--- src/hw/isd_defs.svh ---
`ifndef ISD_DEFS_SVH
`define ISD_DEFS_SVH

// ----------------------------------------
// Register map (byte offsets)
// ----------------------------------------
`define ISD_ADR_CTRL   4'h0
`define ISD_ADR_STATUS 4'h4

// ----------------------------------------
// Reset values
// ----------------------------------------
`define ISD_CTRL_RST   1'b1
`define ISD_TP_RST     12'h001
`define ISD_OP_RST     7'h00

// ----------------------------------------
// Field positions
// ----------------------------------------
`define ISD_CTRL_RUN   0
`define ISD_ST_OP_LSB  0
`define ISD_ST_STG_LSB 8
`define ISD_ST_BR_LSB  12
`define ISD_ST_SPC_LSB 14
`define ISD_ST_TP_LSB  16

// ----------------------------------------
// Timing and forced codes
// ----------------------------------------
`define ISD_MEMORY_CYCLE_TIME 12
`define ISD_RUPT_CODE  7'h47
`define ISD_STAGE_START 3'h1
`define ISD_STAGE_TCSA  3'h3
`define ISD_ADDR_REL   12'h003
`define ISD_ADDR_INH   12'h004
`define ISD_ADDR_EXT   12'h006

`endif

--- src/hw/isd_pkg.sv ---
`default_nettype none

package isd_pkg;

  typedef struct packed {
    logic       ext;
    logic [7:0] of;
    logic [3:0] qc;
    logic       b10;
  } isd_opdec_t;

  typedef struct packed {
    logic read_z_pulse;
    logic write_q_pulse;
    logic read_sum_pulse;
    logic write_sum_pulse;
    logic test_pulse;
    logic chan_or_pulse;
    logic periph_xfer_pulse;
    logic read_b_pulse;
    logic write_opcode_pulse;
    logic clear_opcode_pulse;
    logic new_instruction_load_pulse;
    logic stage_advance_pulse_a;
    logic stage_advance_pulse_b;
    logic divide_stage_step_pulse;
    logic interrupt_release_instruction;
    logic interrupt_inhibit_instruction;
  } isd_ctrl_t;

  typedef enum logic [1:0] {SPC_NONE, SPC_REL, SPC_INH, SPC_EXT} isd_spec_t;
  typedef enum logic [1:0] {PRQ_NONE, PRQ_FETCH, PRQ_STORE} isd_preq_t;

endpackage

`default_nettype wire

--- src/hw/isd_top.sv ---
// Overview of operation
// - Seven-bit opcode, six bits from write lines
// - Top opcode bit is the extend bit
// - Bits 16,14,13 decode one-hot order field
// - Bits 12,11 decode one of four quarters
// - Bit 10 used only for channel, interrupt
// - Load pulse clears, reads B, writes opcode
// - Start and transfer only clear the opcode
// - Stage starts at 000, advances to 001 or 010
// - Divide steps Gray sequence, ends at 010
// - Stage decoded to binary and Gray codes
// - Forced codes preset stage 000, 001, 011
// - Subinstruction is AND of code signals
// - Shared commands come from ORed subinstructions
// - Peripheral requests latched, sequenced by stage
// - Action pulse is command AND time pulse
// - Shared action pulse from transfer and exchange commands
// - Branch adds extra action pulse
// - Action pulse fans out to control pulses
// - Control pulses steer opcode, branch, datapath
// - Branch stage one sign, two zero
// - Overflow written 01 positive, 10 negative
// - Special flip-flop runs release, inhibit, extend
`include "isd_defs.svh"
`default_nettype none

module isd_top
  import isd_pkg::*;
(
  // Clock and reset
  input  wire  logic        i_core_clk,
  input  wire  logic        i_reset,
  // Wishbone slave
  input  wire  logic        i_wb_cyc,
  input  wire  logic        i_wb_stb,
  input  wire  logic        i_wb_we,
  input  wire  logic [3:0]  i_wb_adr,
  input  wire  logic [31:0] i_wb_dat,
  input  wire  logic [3:0]  i_wb_sel,
  output var   logic [31:0] o_wb_dat,
  output var   logic        o_wb_ack,
  // Datapath
  input  wire  logic [15:0] i_write_lines,
  // Priority control and peripheral equipment
  input  wire  logic        i_force_start,
  input  wire  logic        i_force_tcsa,
  input  wire  logic        i_force_rupt,
  input  wire  logic        i_peripheral_fetch_request,
  input  wire  logic        i_peripheral_store_request,
  // Sequence outputs
  output var   isd_ctrl_t   o_ctrl,
  output var   logic [6:0]  o_opcode,
  output var   logic [2:0]  o_stage,
  output var   logic [1:0]  o_branch,
  output var   logic [11:0] o_time_pulse
);

  // ----------------------------------------
  // Functions
  // ----------------------------------------
  function automatic logic [2:0] gray_step(input logic [2:0] s);
    unique case (s)
      3'h0:    gray_step = 3'h1;
      3'h1:    gray_step = 3'h3;
      3'h3:    gray_step = 3'h7;
      3'h7:    gray_step = 3'h6;
      3'h6:    gray_step = 3'h4;
      default: gray_step = s;
    endcase
  endfunction

  // ----------------------------------------
  // State
  // ----------------------------------------
  logic [6:0]  opcode_register_reg;
  logic [2:0]  stage_reg;
  logic [1:0]  branch_reg;
  logic [11:0] tp_reg;
  logic        run_reg;
  logic        new_instruction_load_pulse_latch_reg;
  logic        fut_ext_reg;
  isd_spec_t   spec_reg;
  isd_preq_t   preq_reg;
  isd_ctrl_t   ctrl_next;
  isd_opdec_t  opdec;
  logic [11:0] t;
  logic [3:0]  bin;
  logic [5:0]  gray;
  logic        pact;
  logic        extend_bit_signal;
  logic        order_field_decode_zero;
  logic        quarter_code_two;
  logic        bit_ten_signal;
  logic        stage_code_zero;
  logic        transfer_first_step;
  logic        double_add_first_step;
  logic        l_exchange_first_step;
  logic        double_exchange_first_step;
  logic        channel_or_first_step;
  logic        shared_exchange_command;
  logic        action_pulse_three_six;
  logic        divide_cmd;
  logic        rupt_first_step;
  logic        fetch_first_step;
  logic        store_first_step;
  logic        advance_cmd;
  logic        load_now;
  logic        wb_req;

  // ----------------------------------------
  // Opcode and stage decoders
  // ----------------------------------------
  always_comb begin
    opdec.ext = opcode_register_reg[6];
    opdec.of  = 8'h01 << opcode_register_reg[5:3];
    opdec.qc  = 4'h1 << opcode_register_reg[2:1];
    opdec.b10 = opcode_register_reg[0];
  end

  assign bin  = {stage_reg == 3'h3, stage_reg == 3'h2,
                 stage_reg == 3'h1, stage_reg == 3'h0};
  assign gray = {stage_reg == 3'h4, stage_reg == 3'h6, stage_reg == 3'h7,
                 stage_reg == 3'h3, stage_reg == 3'h1, stage_reg == 3'h0};

  assign extend_bit_signal       = opdec.ext;
  assign order_field_decode_zero = opdec.of[0];
  assign quarter_code_two        = opdec.qc[2];
  assign bit_ten_signal          = opdec.b10;
  assign stage_code_zero         = bin[0];
  assign pact                    = preq_reg != PRQ_NONE;

  // ----------------------------------------
  // Command generator
  // ----------------------------------------
  // Bit 10 is left out of all terms but channel OR and interrupt
  assign transfer_first_step = ~pact & ~opdec.ext & opdec.of[0]
                             & stage_code_zero;
  assign double_add_first_step = ~pact & ~opdec.ext & opdec.of[2] & opdec.qc[0]
                               & stage_code_zero;
  assign l_exchange_first_step = ~pact & ~opdec.ext & opdec.of[2] & opdec.qc[1]
                               & stage_code_zero;
  assign double_exchange_first_step = ~pact & ~opdec.ext & opdec.of[5]
                                    & opdec.qc[1] & stage_code_zero;
  assign divide_cmd = ~pact & opdec.ext & opdec.of[1] & opdec.qc[0];
  assign channel_or_first_step = ~pact & extend_bit_signal & order_field_decode_zero
                               & quarter_code_two & bit_ten_signal
                               & stage_code_zero;
  assign rupt_first_step = ~pact & opdec.ext & opdec.of[0] & opdec.qc[3]
                         & opdec.b10 & stage_code_zero;
  assign fetch_first_step = (preq_reg == PRQ_FETCH) & bin[0];
  assign store_first_step = (preq_reg == PRQ_STORE) & bin[0];
  assign shared_exchange_command = double_exchange_first_step
                                 | l_exchange_first_step;
  assign advance_cmd = double_add_first_step | double_exchange_first_step
                     | rupt_first_step | fetch_first_step | store_first_step;

  // ----------------------------------------
  // Crosspoint generator and control gates
  // ----------------------------------------
  assign t = run_reg ? tp_reg : 12'h000;

  // Extra pulse when branch shows positive overflow
  assign action_pulse_three_six = (t[0] & (transfer_first_step | shared_exchange_command))
                                | (t[8] & double_add_first_step
                                   & (branch_reg == 2'h1));

  always_comb begin
    ctrl_next = '0;
    ctrl_next.read_z_pulse   = action_pulse_three_six;
    ctrl_next.write_q_pulse  = action_pulse_three_six;
    ctrl_next.read_sum_pulse = t[4] & double_add_first_step;
    ctrl_next.write_sum_pulse = t[4] & double_add_first_step;
    ctrl_next.test_pulse = t[6] & (double_add_first_step | divide_cmd
                                   | channel_or_first_step);
    ctrl_next.chan_or_pulse = t[4] & channel_or_first_step;
    ctrl_next.periph_xfer_pulse = t[4] & (fetch_first_step | store_first_step);
    ctrl_next.stage_advance_pulse_a = t[11] & advance_cmd;
    ctrl_next.stage_advance_pulse_b = t[11] & divide_cmd & gray[5];
    ctrl_next.divide_stage_step_pulse = t[11] & divide_cmd & (|gray[4:0]);
    ctrl_next.new_instruction_load_pulse = t[10] & ~advance_cmd
                                         & ~(divide_cmd & ~bin[2]);
    ctrl_next.interrupt_release_instruction = t[7] & (spec_reg == SPC_REL);
    ctrl_next.interrupt_inhibit_instruction = t[7] & (spec_reg == SPC_INH);
    ctrl_next.clear_opcode_pulse = i_force_start | (t[11] & new_instruction_load_pulse_latch_reg);
    ctrl_next.read_b_pulse = load_now;
    ctrl_next.write_opcode_pulse = load_now;
  end

  assign load_now = t[11] & new_instruction_load_pulse_latch_reg & ~i_force_start & ~i_force_tcsa
                  & ~(i_force_rupt & ~fut_ext_reg) & ~pact
                  & ~i_peripheral_fetch_request & ~i_peripheral_store_request;

  always_ff @(posedge i_core_clk or posedge i_reset) begin
    if (i_reset) begin
      o_ctrl <= '0;
    end else begin
      o_ctrl <= ctrl_next;
    end
  end

  // ----------------------------------------
  // Time pulse generator
  // ----------------------------------------
  always_ff @(posedge i_core_clk or posedge i_reset) begin
    if (i_reset) begin
      tp_reg <= `ISD_TP_RST;
    end else if (run_reg) begin
      tp_reg <= {tp_reg[10:0], tp_reg[11]};
    end
  end

  // ----------------------------------------
  // Order code processor
  // ----------------------------------------
  always_ff @(posedge i_core_clk or posedge i_reset) begin
    if (i_reset) begin
      new_instruction_load_pulse_latch_reg <= 1'b0;
    end else if (i_force_start || t[11]) begin
      new_instruction_load_pulse_latch_reg <= 1'b0;
    end else if (ctrl_next.new_instruction_load_pulse) begin
      new_instruction_load_pulse_latch_reg <= 1'b1;
    end
  end

  always_ff @(posedge i_core_clk or posedge i_reset) begin
    if (i_reset) begin
      opcode_register_reg <= `ISD_OP_RST;
      stage_reg           <= 3'h0;
      preq_reg            <= PRQ_NONE;
    end else if (i_force_start) begin
      opcode_register_reg <= 7'h00;
      stage_reg           <= `ISD_STAGE_START;
      preq_reg            <= PRQ_NONE;
    end else if (t[11] && new_instruction_load_pulse_latch_reg) begin
      stage_reg <= 3'h0;
      preq_reg  <= PRQ_NONE;
      if (i_peripheral_fetch_request) begin
        preq_reg <= PRQ_FETCH;
      end else if (i_peripheral_store_request) begin
        preq_reg <= PRQ_STORE;
      end else if (i_force_tcsa) begin
        opcode_register_reg <= 7'h00;
        stage_reg           <= `ISD_STAGE_TCSA;
      end else if (i_force_rupt && !fut_ext_reg) begin
        opcode_register_reg <= `ISD_RUPT_CODE;
      end else begin
        opcode_register_reg <= {fut_ext_reg, i_write_lines[15],
                                i_write_lines[13:9]};
      end
    end else if (ctrl_next.divide_stage_step_pulse) begin
      stage_reg <= gray_step(stage_reg);
    end else if (ctrl_next.stage_advance_pulse_b) begin
      stage_reg <= 3'h2;
    end else if (ctrl_next.stage_advance_pulse_a) begin
      stage_reg <= stage_reg | 3'h1;
    end
  end

  // ----------------------------------------
  // Branch control
  // ----------------------------------------
  always_ff @(posedge i_core_clk or posedge i_reset) begin
    if (i_reset) begin
      branch_reg <= 2'h0;
    end else if (ctrl_next.test_pulse) begin
      if (i_write_lines[15] != i_write_lines[14]) begin
        branch_reg <= i_write_lines[15] ? 2'h2 : 2'h1;
      end else begin
        branch_reg <= {i_write_lines[15],
                       (i_write_lines == 16'h0000)
                       | (i_write_lines == 16'hFFFF)};
      end
    end
  end

  always_ff @(posedge i_core_clk or posedge i_reset) begin
    if (i_reset) begin
      spec_reg <= SPC_NONE;
    end else if (i_force_start || t[11]) begin
      spec_reg <= SPC_NONE;
    end else if (t[0] && transfer_first_step) begin
      unique case (i_write_lines[11:0])
        `ISD_ADDR_REL: spec_reg <= SPC_REL;
        `ISD_ADDR_INH: spec_reg <= SPC_INH;
        `ISD_ADDR_EXT: spec_reg <= SPC_EXT;
        default:       spec_reg <= SPC_NONE;
      endcase
    end
  end

  always_ff @(posedge i_core_clk or posedge i_reset) begin
    if (i_reset) begin
      fut_ext_reg <= 1'b0;
    end else if (i_force_start || load_now) begin
      fut_ext_reg <= 1'b0;
    end else if (t[7] && spec_reg == SPC_EXT) begin
      fut_ext_reg <= 1'b1;
    end
  end

  // ----------------------------------------
  // Wishbone slave
  // ----------------------------------------
  assign wb_req = i_wb_cyc & i_wb_stb;

  always_ff @(posedge i_core_clk or posedge i_reset) begin
    if (i_reset) begin
      o_wb_ack <= 1'b0;
      o_wb_dat <= 32'h0000_0000;
    end else begin
      o_wb_ack <= wb_req & ~o_wb_ack;
      o_wb_dat <= 32'h0000_0000;
      if (wb_req && !o_wb_ack && !i_wb_we) begin
        unique case (i_wb_adr)
          `ISD_ADR_CTRL: o_wb_dat[`ISD_CTRL_RUN] <= run_reg;
          `ISD_ADR_STATUS: begin
            o_wb_dat[`ISD_ST_OP_LSB +: 7]  <= opcode_register_reg;
            o_wb_dat[`ISD_ST_STG_LSB +: 3] <= stage_reg;
            o_wb_dat[`ISD_ST_BR_LSB +: 2]  <= branch_reg;
            o_wb_dat[`ISD_ST_SPC_LSB +: 2] <= spec_reg;
            o_wb_dat[`ISD_ST_TP_LSB +: 12] <= tp_reg;
          end
          default: o_wb_dat <= 32'h0000_0000;
        endcase
      end
    end
  end

  // Write lands on the edge where the master sees ack
  always_ff @(posedge i_core_clk or posedge i_reset) begin
    if (i_reset) begin
      run_reg <= `ISD_CTRL_RST;
    end else if (wb_req && o_wb_ack && i_wb_we && i_wb_sel[0]
                 && i_wb_adr == `ISD_ADR_CTRL) begin
      run_reg <= i_wb_dat[`ISD_CTRL_RUN];
    end
  end

  // ----------------------------------------
  // Outputs
  // ----------------------------------------
  assign o_opcode     = opcode_register_reg;
  assign o_stage      = stage_reg;
  assign o_branch     = branch_reg;
  assign o_time_pulse = tp_reg;
endmodule

`default_nettype wire

--- config.mk ---
export PLATFORM = sky130hd
export DESIGN_NAME = isd_top
export DESIGN_NICKNAME = d
export VERILOG_FILES = /design/src/hw/isd_pkg.sv /design/src/hw/isd_top.sv
export VERILOG_INCLUDE_DIRS = /design/src /design/src/hw
export SDC_FILE = /design/constraint.sdc
export NUM_CORES = 1
export LEC_CHECK = 0
export ABC_AREA = 1
export BUFFER_PORTS_ARGS = -buffer_cell sky130_fd_sc_hd__buf_2
export CAP_MARGIN = 20
export CORE_MARGIN = 2
export CORE_UTILIZATION = 47
export DETAILED_ROUTE_END_ITERATION = 7
export GPL_TIMING_DRIVEN = 0
export PLACE_DENSITY = 0.8
export SLEW_MARGIN = 20
export SYNTH_ARGS = -nofsm -noshare
export SYNTH_HDL_FRONTEND = slang
export SYNTH_SLANG_ARGS = --single-unit
--- constraint.sdc ---
create_clock -name i_core_clk -period 3.7 [get_ports i_core_clk]
set_input_delay 1.11 -clock i_core_clk [delete_from_list [all_inputs] [get_ports i_core_clk]]
set_output_delay 1.11 -clock i_core_clk [all_outputs]
set_load 0.01 [all_outputs]
# == Word-level counts from Yosys, hierarchy flattened ==
# Index checks and enable logic that the tools add are counted.
# totals
reg_bits,77
input_bits,66
output_inout_bits,73
elab_cells,184
# op_classes
eq_ne,21
shifts,2
n_mux,34
bitwise,73
n_reduce_logical,29
# ops
op,count
1-bit bitwise AND,49
7-bit 2-to-1 mux,6
28-bit 2-to-1 mux,1
"12-bit by 3-bit == test with 1-bit output, second input constant",2
2-bit 2-to-1 mux,11
"16-bit == test, second input constant",1
16-bit zero test,1
16-bit 2-to-1 mux,1
3-bit 2-to-1 mux,5
3-bit case mux with 5 select lines,1
"12-bit by 2-bit == test with 1-bit output, second input constant",1
12-bit 2-to-1 mux,1
1-bit NOT,12
1-bit OR,12
1-bit logical AND,10
2-bit nonzero test,5
"3-bit == test, second input constant",3
"8-bit by 2-bit != test with 1-bit output, second input constant",1
"2-bit by 1-bit == test with 1-bit output, second input constant",3
"2-bit == test, second input constant",3
"3-bit by 2-bit == test with 1-bit output, second input constant",2
6-bit 2-to-1 mux,1
2-bit case mux with 3 select lines,1
"1-bit by 3-bit left shift with 6-bit output, first input constant",1
other kinds (16),25

# == Depth between registers and ports, before layout ==
# depth
depth_word,16
mapped_depth,11
depth_no_buf,10

# == Worst setup path before layout ==
# Ideal clock, no wire load.
# synth_path
kind,input-to-reg
from,in i_wb_adr[1]
to,reg o_wb_dat[10]
setup_ns,0.086
t_arrival_ns,1.837
t_required_ns,3.614
path_slack_ns,1.776
path_stages,4
n_path_buf,1
path_cell_list,nor4_2 > inv_2 > clkbuf_1 > nor3_1
# synth_via
elab_chain_len,3
# synth_lines
item,line_no,text
"start, declared",isd_top.sv:37,"input wire logic [3:0] i_wb_adr,"
4-bit by 3-bit == test with 1-bit output,isd_top.sv:314,unique case (i_wb_adr)
3-bit 2-to-1 mux,isd_top.sv:314,
28-bit 2-to-1 mux,isd_top.sv:313,if (wb_req && !o_wb_ack && !i_wb_we) begin
"end signal, assigned by index",isd_top.sv:315,`ISD_ADR_CTRL: o_wb_dat[`ISD_CTRL_RUN] <= run_reg;
"end signal, assigned by index",isd_top.sv:317,o_wb_dat[`ISD_ST_OP_LSB +: 7] <= opcode_register_reg;
"end signal, assigned by index",isd_top.sv:318,o_wb_dat[`ISD_ST_STG_LSB +: 3] <= stage_reg;
"end, declared",isd_top.sv:40,"output var logic [31:0] o_wb_dat,"
# Every way passes these cells.
# A chain may end at the register's enable or synchronous reset.

# == Worst setup path in the final report ==
# layout_path
from,"reg stage_reg[2], in the netlist o_stage[2]"
to,out o_stage[2]
# layout_lines
item,line_no,text
"start, declared",isd_top.sv:76,logic [2:0] stage_reg;
"start signal, assigned",isd_top.sv:232,stage_reg <= `ISD_STAGE_START;
"start signal, assigned",isd_top.sv:243,stage_reg <= `ISD_STAGE_TCSA;
"start signal, assigned",isd_top.sv:251,stage_reg <= gray_step(stage_reg);
"end, declared",isd_top.sv:53,"output var logic [2:0] o_stage,"
# No word-level cell between the ends.

==> results.cfg <==
[grt]
grt_max_degree = 43
overflow = 0
grt_antenna_before_repair = 0
grt_pass1_wl_mm = 12.1
first_global_vias = 2576
grt_use_total_pct = 21.2

[clock_network]
cts_hold_buf = 0
cts.repair.resized = 0
clk_pin_slew_worst_paths_ps = 70
clkSinkCount = 71
post_cts_buffers = 0
cts-root-buf = clkbuf_8
htreeDepth = 3
tritoncts = done
clk_latency_ps = 350
cts_made_buffers = 9
clockBufferDepth = 2

[placed_design]
gp_congestion = 0.918
port_buffers = 98
dp_hpwl_mm = 5.63
dp.cells = 529

[power]
seqPwrFrac_pct = 47.9
pwr-share-clk_pct = 44.9
swShare_pct = 22.7
pwr-share-comb_pct = 7.2
leakage_nw = 2.14
internal_power_mw = 1.27
ir_worst_vdd_v = 0.000322
p_per_area_nw_per_um2 = 411
p_switching_uw = 374

[critical_path]
crit_path_top_delay_cell = dfrtp_1
max_stage_delay_ps = 500
worstSetupPathType = reg -> out
end_kind = output port
path_delay_family = flip-flops
cp-start-kind = flop
crit_chain = buf_2
path_buf_inv = 1
path_depth = 1
cp_max_fo = 7
required_ps = 2590
crit_arrival_ps = 1030
r2r_cells = 8

[timing]
finalClockSkew_ps = 8.49
worst_slew_pin_slew_ps = 544
max_clock_freq_mhz = 466
setup_violations = 0
period_share_pct = 58.0
fin_setup_tns_ps = 0
grt_setup_unrepaired = false
relSlewSlack_pct = 63.7
drv_slew = 0
hold_violations = 0
finalCriticalPeriod_ps = 2140
timing.hold.ws_ps = 451

[final_layout]
area_delta_synth_final_pct = 27.9
top_register = o_wb_dat
n_antenna_cell = 0
final_core_util_pct = 62.7
layout.nets = 531
largest_register_ffs = 26
drive_gt1_share_pct = 31.4
final_cells = 545

[die]
die_x_um = 85.6
dieArea_um2 = 7330
start_util_pct = 49.0
io_pins = 139
core_area_um2 = 6390
core.rowCount = 29
die-height_um = 85.6

[yosys]
synth_cells = 348
synth_area_um2 = 3130
yosysWarningCount = 0
synthFlopType = dfrtp_1
avgSynthCellArea_um2 = 9.00
synthDominantCellAreaShare_pct = 55.2
yosysTopAreaCell = dfrtp_1
yosysSeqAreaShare_pct = 56.8
synth_edf_count = 0
synth-seq-cells = 71
synthArstFlopShare_pct = 100
netlist-cell-type-count = 30
synth_area_leaders = dfrtp_1 (55%), nand2_1 (6.7%), inv_1 (5.9%)

[drt]
num_vias = 2776
initialDrtViolationCount = 161
ant_nets = 0
viasPerCell = 5.09
wl_per_cell_um = 13.7
dr.pass1.iters = 5
routed_wl_mm = 7.48
drc_errors = 0

[min_path]
hold_class = reg -> reg
holdPathStages = 1

[run]
drv_cap = 0

[outcome]
status = complete, no violations
## worst paths after layout
kind | startpoint | slack (ps) | to
max | o_stage[2] | 1560 | o_stage[2]
max reg2reg | run_reg | 2050 | o_opcode[0]
min reg2reg | spec_reg[1] | 450 | o_ctrl[1]
max in group asynchronous | i_reset | 2350 | o_time_pulse[0]
min | spec_reg[1] | 450 | o_ctrl[1]
min in group asynchronous | i_reset | 750 | o_ctrl[4]
## layout by cell type (no fill, tap or decap), types with 2 or more instances in the layout
cell       instances
nand4_1            8
nor2_4             4
nand3_1           21
o211ai_1           5
conb_1             6
ha_1               2
buf_2             99
nand2_4            2
nand2_2            2
clkbuf_1           6
nor2_1            31
buf_4             10
nand2_1           56
a21oi_1            5
clkbuf_8           9
inv_2              3
dfstp_2            2
nor3_1            30
bufinv_16          3
inv_1             48
dfrtp_1           69
nor2_2             3
o21ai_0           29
## power groups by stage
stage / Combinational, mW / Sequential, mW / Clock [mW]
global route: 0.134 / 0.790 / 0.780
CTS: 0.119 / 0.789 / 0.746
detailed placement: 0.118 / 0.804 / 0
floorplan: 0.0655 / 0.806 / 0
global placement: 0.111 / 0.804 / 0
finish: 0.119 / 0.789 / 0.739
## area by class of cell
class	count	area [um2]
multi-input combinational	213	1070
buffer	17	103
clock buffer	9	124
tap	77	96.3
sequential	71	1780
inverter	52	198
timing repair buffer	99	510
fill	539	2380
clock inverter	7	120
## logic make-up (layout without fill, tap and decap cells)
family / count (synthesis) / count (layout) / synth area share [%]
flip-flops: 71 / 71 / 56.8
multiplexers: 1 / 1 / 0.360
adder cells (fa/ha/maj): 2 / 2 / 0.799
AND/OR/NAND/NOR: 159 / 159 / 24.0
other: 1 / 6 / 0.120
AO/OA/AOI/OAI: 45 / 45 / 8.39
buffers and inverters: 69 / 184 / 9.51
## routing by layer
metal	up-vias	GRT usage [%]	wire length (um)
li1	1341	-	-
met1	1292	27.1	3000
met2	129	34.5	3660
met3	14	5.58	670
met4	0	8.66	144
met5	-	0	0
## cells in the mapped netlist, types with 3 or more instances
cell and count:
inv_1 49, o211ai_1 5, a21oi_1 5, nor2_4 4
dfrtp_1 69, o21ai_0 29, buf_4 10, clkbuf_1 6
inv_2 3, nor2_2 3, nand2_1 56, nand4_1 8
nand3_1 21, nor3_1 30, nor2_1 31
## metrics by stage
step / setup slack, ps / cell area [um2] / total power, mW
2_1_floorplan: 797 / 3150 / 0.872
3_3_place_gp: 95.9 / 3740 / 0.915
3_5_place_dp: 1350 / 3760 / 0.923
4_1_cts: 1540 / 4000 / 1.65
5_1_grt: 1510 / 4000 / 1.70
6_report: 1560 / 4000 / 1.65
No activity file was read; power rests on OpenSTA's default activity.
